$ cat src/pmc_pkg.sv
package pmc_pkg;

	// =====================================
	// Register offsets
	localparam logic [11:0] OFS_FIXED_LAT_TASK = 12'h078;
	localparam logic [11:0] OFS_ECONOMY_TASK   = 12'h07C;
	localparam logic [11:0] OFS_RESET_CAUSE    = 12'h400;
	localparam logic [11:0] OFS_DEEP_SLEEP     = 12'h500;
	localparam logic [11:0] OFS_SWITCHER_EN    = 12'h578;
	localparam logic [11:0] OFS_RAM_POWER0     = 12'h900;
	localparam logic [11:0] OFS_RAM_STRIDE     = 12'h010;
	localparam logic [11:0] OFS_STATUS         = 12'h5F0;

	// =====================================
	// Field positions
	localparam int RC_PIN_RESET  = 0;
	localparam int RC_SOFT_RESET = 1;
	localparam int RC_WAKE_SENSE = 2;
	localparam int RC_WAKE_DEBUG = 3;
	localparam int RAMP_POWER    = 0;
	localparam int RAMP_RETAIN   = 1;
	localparam int ST_SWITCHER   = 0;
	localparam int ST_FIXED_LAT  = 1;
	localparam int ST_DEBUG      = 2;
	localparam int ST_EMULATED   = 3;
	localparam int ST_IDLE_OK    = 4;

	// =====================================
	// Reset values
	localparam logic [3:0]  RESET_CAUSE_RST = 4'h0;
	localparam logic [1:0]  RAM_POWER_RST   = 2'h3;
	localparam logic [31:0] PSLVERR_NONE    = 32'h0000_0000;

	typedef enum logic [2:0] {
		PMC_ON       = 3'b001,
		PMC_DEEP_OFF = 3'b010,
		PMC_EMULATED = 3'b100
	} pmc_state_t;

	typedef struct packed {
		logic        sel;
		logic        enable;
		logic        write;
		logic [11:0] addr;
		logic [31:0] wdata;
	} pmc_apb_req_t;

	typedef struct packed {
		logic regulator_switcher;
		logic fixed_latency;
		logic basic_resources_on;
		logic core_power_on;
	} pmc_power_t;

endpackage : pmc_pkg

$ cat src/pmc_power_mode_controller.sv
// Operation
// - Linear regulator selected after reset by default
// - Switcher used only when software enables it
// - Deep sleep command write enters deep off
// - Entering deep off aborts all running tasks
// - Deep off wakes only on sense, debugger power request or power-on reset
// - Every wake from deep off resets device
// - Retained RAM sections keep contents in deep off
// - RAM power controls survive deep off, warm resets
// - Debug mode only emulates deep off
// - Emulation keeps debug, clock, power, memory alive
// - Power-on reset enters on state
// - Reset cause register records last wake source
// - On state powers sources following peripheral activity
// - Idle sub-modes apply only when all idle
// - Fixed latency task keeps basic resources on
// - Economy task selects efficient variable latency
// - On state entry starts in economy sub-mode
// - Debug mode follows debugger power request level
// - Deep off wake in debug keeps debug port
`timescale 1ns/1ps
module pmc_power_mode_controller
	import pmc_pkg::*;
#(
	parameter int RAM_SECTIONS = 3
) (
	input  wire logic                      CLK,
	input  wire logic                      RST,
	input  wire logic                      POR,
	input  wire logic                      PIN_RESET,
	input  wire logic                      SOFT_RESET,
	input  wire logic                      PIN_SENSE,
	input  wire logic                      DEBUGGER_POWER_REQUEST,
	input  wire logic                      CPU_IDLE,
	input  wire logic                      PERIPH_IDLE,
	input  wire logic                      PERIPH_ACTIVITY,
	input  wire logic                      PSEL,
	input  wire logic                      PENABLE,
	input  wire logic                      PWRITE,
	input  wire logic [11:0]               PADDR,
	input  wire logic [31:0]               PWDATA,
	output logic      [31:0]               PRDATA,
	output logic                           PREADY,
	output logic                           PSLVERR,
	output logic                           REGULATOR_SWITCHER,
	output logic                           CORE_POWER_ON,
	output logic                           BASIC_RESOURCES_ON,
	output logic                           FIXED_LATENCY_MODE,
	output logic                           TASK_ABORT,
	output logic                           SYSTEM_RESET,
	output logic                           DEBUG_PORT_RESET,
	output logic                           DEBUG_MODE,
	output logic      [RAM_SECTIONS-1:0]   RAM_POWERED,
	output logic      [RAM_SECTIONS-1:0]   RAM_RETAINED
);

	initial begin
		if (RAM_SECTIONS < 1 || RAM_SECTIONS > 8) begin
			$error("RAM_SECTIONS must be 1 to 8");
		end
	end

	// =====================================
	// Bus decode
	pmc_apb_req_t req;
	assign req = '{sel: PSEL, enable: PENABLE, write: PWRITE, addr: PADDR, wdata: PWDATA};

	function automatic logic hit(input logic [11:0] a, input logic [11:0] ofs);
		hit = (a[11:2] == ofs[11:2]);
	endfunction : hit

	wire logic access    = req.sel && req.enable;
	wire logic wr        = access && req.write;
	wire logic hit_fix   = hit(req.addr, OFS_FIXED_LAT_TASK);
	wire logic hit_eco   = hit(req.addr, OFS_ECONOMY_TASK);
	wire logic hit_cause = hit(req.addr, OFS_RESET_CAUSE);
	wire logic hit_sleep = hit(req.addr, OFS_DEEP_SLEEP);
	wire logic hit_sw    = hit(req.addr, OFS_SWITCHER_EN);
	wire logic hit_stat  = hit(req.addr, OFS_STATUS);

	logic [RAM_SECTIONS-1:0] hit_ram;
	logic [1:0]              ram_ctl_q [RAM_SECTIONS];
	logic [1:0]              ram_ctl_d [RAM_SECTIONS];

	// =====================================
	// State
	pmc_state_t state_q;
	pmc_state_t state_d;
	logic       switcher_enable_q;
	logic       fixed_latency_q;
	logic [3:0] reset_cause_q;
	logic [3:0] reset_cause_d;
	logic       wake_reset_q;
	logic       wake_in_debug_q;

	wire logic fixed_latency_task = wr && hit_fix && req.wdata[0];
	wire logic economy_mode_task  = wr && hit_eco && req.wdata[0];
	wire logic deep_sleep_command = wr && hit_sleep && req.wdata[0];
	wire logic debug_mode         = DEBUGGER_POWER_REQUEST;
	wire logic in_deep_off        = (state_q == PMC_DEEP_OFF);
	wire logic in_emulated        = (state_q == PMC_EMULATED);
	wire logic wake_sense         = PIN_SENSE && !in_deep_off ? 1'b0 : PIN_SENSE;
	wire logic wake_debug         = in_deep_off && debug_mode;
	wire logic wake_any           = in_deep_off && (PIN_SENSE || wake_debug);
	wire logic all_idle           = CPU_IDLE && PERIPH_IDLE && !in_deep_off;
	wire logic warm_reset         = PIN_RESET || SOFT_RESET;

	genvar g;
	generate
		for (g = 0; g < RAM_SECTIONS; g++) begin : g_ram
			localparam logic [11:0] OFS = 12'(OFS_RAM_POWER0 + g * OFS_RAM_STRIDE);
			assign hit_ram[g] = hit(req.addr, OFS);
			// Retained registers: only power-on resets them, to powered and retained
			assign ram_ctl_d[g] = (wr && hit_ram[g]) ? req.wdata[1:0] : ram_ctl_q[g];
			always_ff @(posedge CLK) begin
				if (POR) begin
					ram_ctl_q[g] <= RAM_POWER_RST;
				end else begin
					ram_ctl_q[g] <= ram_ctl_d[g];
				end
			end
			assign RAM_POWERED[g]  = ram_ctl_q[g][RAMP_POWER] && !in_deep_off;
			assign RAM_RETAINED[g] = ram_ctl_q[g][RAMP_RETAIN] || RAM_POWERED[g];
		end
	endgenerate

	// =====================================
	// Power state machine
	always_comb begin
		state_d = state_q;
		unique case (state_q)
			PMC_ON: begin
				if (deep_sleep_command) begin
					state_d = debug_mode ? PMC_EMULATED : PMC_DEEP_OFF;
				end
			end
			PMC_DEEP_OFF: begin
				if (wake_any) begin
					state_d = PMC_ON;
				end
			end
			PMC_EMULATED: begin
				if (PIN_SENSE) begin
					state_d = PMC_ON;
				end
			end
			default: state_d = PMC_ON;
		endcase
	end

	// Latest cause only; wake sources recorded over warm resets
	always_comb begin
		reset_cause_d = reset_cause_q;
		if (wake_any || (in_emulated && PIN_SENSE)) begin
			reset_cause_d = 4'h0;
			reset_cause_d[RC_WAKE_SENSE] = PIN_SENSE;
			reset_cause_d[RC_WAKE_DEBUG] = wake_debug && !PIN_SENSE;
		end else if (warm_reset) begin
			reset_cause_d = 4'h0;
			reset_cause_d[RC_PIN_RESET]  = PIN_RESET;
			reset_cause_d[RC_SOFT_RESET] = SOFT_RESET && !PIN_RESET;
		end else if (wr && hit_cause) begin
			reset_cause_d = reset_cause_q & ~req.wdata[3:0];
		end
	end

	always_ff @(posedge CLK) begin
		if (POR) begin
			state_q <= PMC_ON;
			reset_cause_q <= RESET_CAUSE_RST;
		end else begin
			state_q <= state_d;
			reset_cause_q <= reset_cause_d;
		end
	end

	always_ff @(posedge CLK) begin
		if (RST || POR) begin
			switcher_enable_q <= 1'b0;
			fixed_latency_q   <= 1'b0;
			wake_reset_q      <= 1'b0;
			wake_in_debug_q   <= 1'b0;
		end else begin
			if (wr && hit_sw) begin
				switcher_enable_q <= req.wdata[0];
			end
			if (wake_any || state_d != PMC_ON) begin
				fixed_latency_q <= 1'b0;
			end else if (economy_mode_task) begin
				fixed_latency_q <= 1'b0;
			end else if (fixed_latency_task) begin
				fixed_latency_q <= 1'b1;
			end
			wake_reset_q    <= wake_any || (in_emulated && PIN_SENSE);
			wake_in_debug_q <= debug_mode;
		end
	end

	// =====================================
	// Outputs
	pmc_power_t pwr;
	assign pwr.regulator_switcher = switcher_enable_q && !in_deep_off;
	assign pwr.fixed_latency      = fixed_latency_q;
	assign pwr.basic_resources_on = !in_deep_off && (!all_idle || fixed_latency_q
		|| PERIPH_ACTIVITY || in_emulated);
	assign pwr.core_power_on      = !in_deep_off;

	assign REGULATOR_SWITCHER = pwr.regulator_switcher;
	assign FIXED_LATENCY_MODE = pwr.fixed_latency;
	assign BASIC_RESOURCES_ON = pwr.basic_resources_on;
	assign CORE_POWER_ON      = pwr.core_power_on;
	assign TASK_ABORT         = in_deep_off || (state_q == PMC_ON && state_d == PMC_DEEP_OFF);
	assign SYSTEM_RESET       = wake_reset_q;
	assign DEBUG_PORT_RESET   = wake_reset_q && !wake_in_debug_q;
	assign DEBUG_MODE         = debug_mode;

	// =====================================
	// Read path
	logic [31:0] rdata;
	logic [RAM_SECTIONS-1:0] ram_sel;
	always_comb begin
		rdata = 32'h0000_0000;
		ram_sel = '0;
		if (hit_cause) begin
			rdata[3:0] = reset_cause_q;
		end else if (hit_sw) begin
			rdata[0] = switcher_enable_q;
		end else if (hit_stat) begin
			rdata[ST_SWITCHER]  = switcher_enable_q;
			rdata[ST_FIXED_LAT] = fixed_latency_q;
			rdata[ST_DEBUG]     = debug_mode;
			rdata[ST_EMULATED]  = in_emulated;
			rdata[ST_IDLE_OK]   = all_idle;
		end
		for (int i = 0; i < RAM_SECTIONS; i++) begin
			if (hit_ram[i]) begin
				rdata[1:0] = ram_ctl_q[i];
				ram_sel[i] = 1'b1;
			end
		end
	end

	wire logic mapped = hit_fix || hit_eco || hit_cause || hit_sleep || hit_sw
		|| hit_stat || (|hit_ram);

	assign PREADY  = 1'b1;
	assign PSLVERR = access && !mapped;

	always_ff @(posedge CLK) begin
		if (RST) begin
			PRDATA <= PSLVERR_NONE;
		end else if (req.sel && !req.enable && !req.write) begin
			PRDATA <= rdata;
		end
	end

	wire logic unused_ok = wake_sense ^ (|ram_sel);

endmodule : pmc_power_mode_controller

$ cat config.mk
export PLATFORM = sky130hd
export DESIGN_NAME = pmc_power_mode_controller
export DESIGN_NICKNAME = d
export VERILOG_FILES = /design/src/pmc_pkg.sv /design/src/pmc_power_mode_controller.sv
export SDC_FILE = /design/constraint.sdc
export NUM_CORES = 1
export LEC_CHECK = 0
export BUFFER_PORTS_ARGS = -buffer_cell sky130_fd_sc_hd__buf_4
export CAP_MARGIN = 20
export CORE_MARGIN = 2
export CORE_UTILIZATION = 48
export CTS_BUF_LIST = sky130_fd_sc_hd__clkbuf_8
export CTS_CLUSTER_DIAMETER = 60
export DETAILED_ROUTE_END_ITERATION = 8
export PLACE_DENSITY_LB_ADDON = 0.05
export RECOVER_POWER = 50
export SETUP_SLACK_MARGIN = 0.1
export SLEW_MARGIN = 20
export SYNTH_ARGS = -nofsm -noshare
export SYNTH_HDL_FRONTEND = slang
export SYNTH_SLANG_ARGS = --single-unit
$ cat constraint.sdc
create_clock -name CLK -period 4.7 [get_ports CLK]
set_clock_uncertainty 0.2 [all_clocks]
set_input_delay 0.705 -clock CLK [delete_from_list [all_inputs] [get_ports CLK]]
set_output_delay 0.705 -clock CLK [all_outputs]
set_load 0.02 [all_outputs]
==> flow_summary.ini <==
[outcome]
run_status = finished, final reports clean

[worst_hold_path]
worst_hold_path_type = flop to flop

[yosys]
fraction_of_the_mapped_netlist_area_in_adder_cells_pct = 0
synth.yosys.seq_area_share_pct = 26.5
netlist_instances = 209
synth_top_family_by_area = simple AND/OR/NAND/NOR gates
post_synth_main_area_contributors = dfxtp_1 (27%), buf_4 (13%), nand3_1 (5.4%)
yosys.area.top_type_share_pct = 26.5
synth_compound_gate_area_share_pct = 14.5
yosys.cell_count.top_type = buf_4
synth_area_mm2 = 0.00166
synth_top_cell_by_area = dfxtp_1
post_synthesis_sequential_element_count = 22
synth_enable_flop_cells = 0
post_synth_mux_area_share_pct = 1.21
synthArstFlopShare_pct = 0
synth_simple_gate_area_share_pct = 40.0
ys.warnings.count = 0
syn_area_per_cell_um2 = 7.94
netlist_cell_types = 52
ys_top_cells_by_count = buf_4 (29), dfxtp_1 (22), nand3_1 (18)
synth_xor_xnor_area_share_pct = 0.528
yosys_most_used_dff = dfxtp_1

[cts]
tritoncts.num_buffers = 3
post_cts_resize_count = 0
cts_hold_repair.buffers = 0
worstSkewPairLatency_ns = 0.26
cts_setup_buffers = 0
cts_buffer_depth = 2
tritoncts_num_sinks = 22
clock-root-buffer = clkbuf_8
number_of_h_tree_branching_levels = 1
clk_pin_slew_ns = 0.08
clock_tree_from_tritoncts = built

[setup_path]
worstSetupStartpoint = PADDR[5]
ff2ff_setup_slack_ns = 2.76
cpMaxStageDelayCell = or4_1
timing.critical_path.arrival_ns = 2.60
crit_path_max_incr_delay_ns = 0.56
worstReg2RegEnd = reset_cause_q[2]
critPathLaunchType = input port
crit-reg2reg-launch = state_q[1]
required_ns = 3.80
setup.worst_path.end_class = output port
cp-endpoint = PSLVERR
crit_fanout = 13
timing_worst_setup_path_type = input port to output port
worstPathCellList = clkbuf_1, nor4_1, and4bb_1, or4_1, a21oi_1, buf_4
worstRegToRegCells = 4

[die]
die_y_um = 62.8
chipWidth_um = 62.8
floorplan.initialDensity_pct = 49.8
placement_rows = 21
ios = 105
dieArea_mm2 = 0.00395
placeableCoreArea_mm2 = 0.00334

[final_layout]
final_core_util_pct = 57.4
final_net_count = 306
area_growth_syn_to_layout_pct = 15.3
layout.filler_cells = 357
n_antenna_cell = 0
layout-drive-gt1-share_pct = 19.8

[timing]
whs_ns = 0.298
minimum_clock_period_ns = 3.50
final_period_utilization_pct = 74.5
final-setup-viol-count = 0
finalHoldViolCount = 0
final.setup.tns_ns = 0
max_slew_margin_pct = 53.1
max_freq_mhz = 285
tightestPinTransition_ns = 0.697
rsz0062_at_grt = false
maxSlewViolCount = 0

[route]
initialDrtViolationCount = 95
post_drt_via_cell_ratio = 5.52
drt_pass_1_iters = 4
drc = 0
detail-route-antenna-nets = 0
routed_wl_um = 4320
wl_per_cell_um = 14.7
vias_post_dr = 1622

[placed_design]
place_congestion = 0.851
port_buffers = 46
place_hpwl_um = 3420

[power]
totalPowerFinal_uw = 408
cellLeakagePower_uw = 0.000727
peakVddDrop_mv = 0.133
power-per-cell-area_mw_per_mm2 = 213

[job]
maxCapViolations = 0

[global_route]
grt_pass1_vias = 1468
globalRouteTotalUtil_pct = 23.2
total_congestion_overflow = 0
initial_antenna_violation_count = 0
global_route_wire_length_before_repair_um = 7340
grt_max_degree = 14
[worst max-delay path, delay by kind of cell]
family          cells  cell delay [ns]
buf+inv             2             0.59
simple gates        3             1.16
compound gates      1             0.15
[worst min-delay path by stage]
| stage | from | slack [ns] | depth (start not counted) | end |
|---|---|---|---|---|
| finish | PRDATA[3] | 0.30 | 2 | PRDATA[3] |
| global route | PRDATA[3] | 0.31 | 2 | PRDATA[3] |
| CTS | PRDATA[3] | 0.30 | 2 | PRDATA[3] |
| detailed placement | PRDATA[3] | 0.28 | 2 | PRDATA[3] |
| global placement | PRDATA[2] | 0.28 | 2 | PRDATA[2] |
| floorplan | reset_cause_q[3] | 0.26 | 1 | reset_cause_q[3] |
[kinds of logic (layout without fill, tap and decap cells)]
kind of cell           count (synthesis)  in the layout
AO/OA/AOI/OAI                         34             34
buffers and inverters                 44             57
multiplexers                           2              2
AND/OR/NAND/NOR                      104            104
flip-flops                            22             22
XOR/XNOR                               1              1
other                                  2             28
[routing by layer]
| layer | GRT usage (%) | share of wire [%] |
|---|---|---|
| met4 | 4.44 | 0.83 |
| met3 | 4.32 | 5.7 |
| met1 | 30.7 | 45 |
| met5 | 0 | 0 |
| met2 | 39.7 | 49 |
[state kept, by name, indices dropped and copies added (netlist names)]
register            cells
FIXED_LATENCY_MODE      1
PRDATA                  5
SYSTEM_RESET            1
ram_ctl_q               6
reset_cause_q           4
state_q                 3
switcher_enable_q       1
wake_in_debug_q         1
[power by group]
part           internal [uW]  leakage, uW  total [uW]  switching, uW
Sequential               189     0.000178         190           1.50
Combinational           25.4     0.000519        80.4           55.0
Clock                   74.7    0.0000288         138           63.0
[metrics by stage]
step | worst slack, ns | cell area [um^2] | instances
final | 1.20 | 1910 | 294
after floorplan | 1.73 | 1760 | 235
after CTS | 1.43 | 1960 | 294
after global routing | 1.05 | 1910 | 294
after global placement | 1.41 | 1910 | 290
after detailed placement | 1.44 | 1910 | 290
[placed cells by master (no fill, tap or decap), drive strengths merged, types with 3 or more instances in the layout]
master / Yosys / final
nor4: 9 / 9
nand3: 18 / 18
nor3: 8 / 8
a221oi: 5 / 5
o21ai: 11 / 11
nor2: 15 / 15
a21oi: 6 / 6
nand2: 5 / 5
buf: 34 / 34
or2: 4 / 4
or3b: 4 / 4
nand2b: 5 / 5
conb: 2 / 28
nand4: 8 / 8
inv: 7 / 7
dfxtp: 22 / 22
nor2b: 6 / 6
clkbuf: 3 / 16
nor4b: 5 / 5
and3: 3 / 3
or4b: 3 / 3
[layout make-up]
class | instances | area (um^2) | share of cell area (%)
Inverter | 7 | 26.3 | 1.37
Sequential cell | 22 | 440 | 23.0
Tap cell | 46 | 57.6 | 3.01
Timing Repair Buffer | 46 | 300 | 15.7
Clock buffer | 4 | 55.1 | 2.88
Multi-Input combinational cell | 169 | 1030 | 54.1
Power figures use the tool's default switching activity.
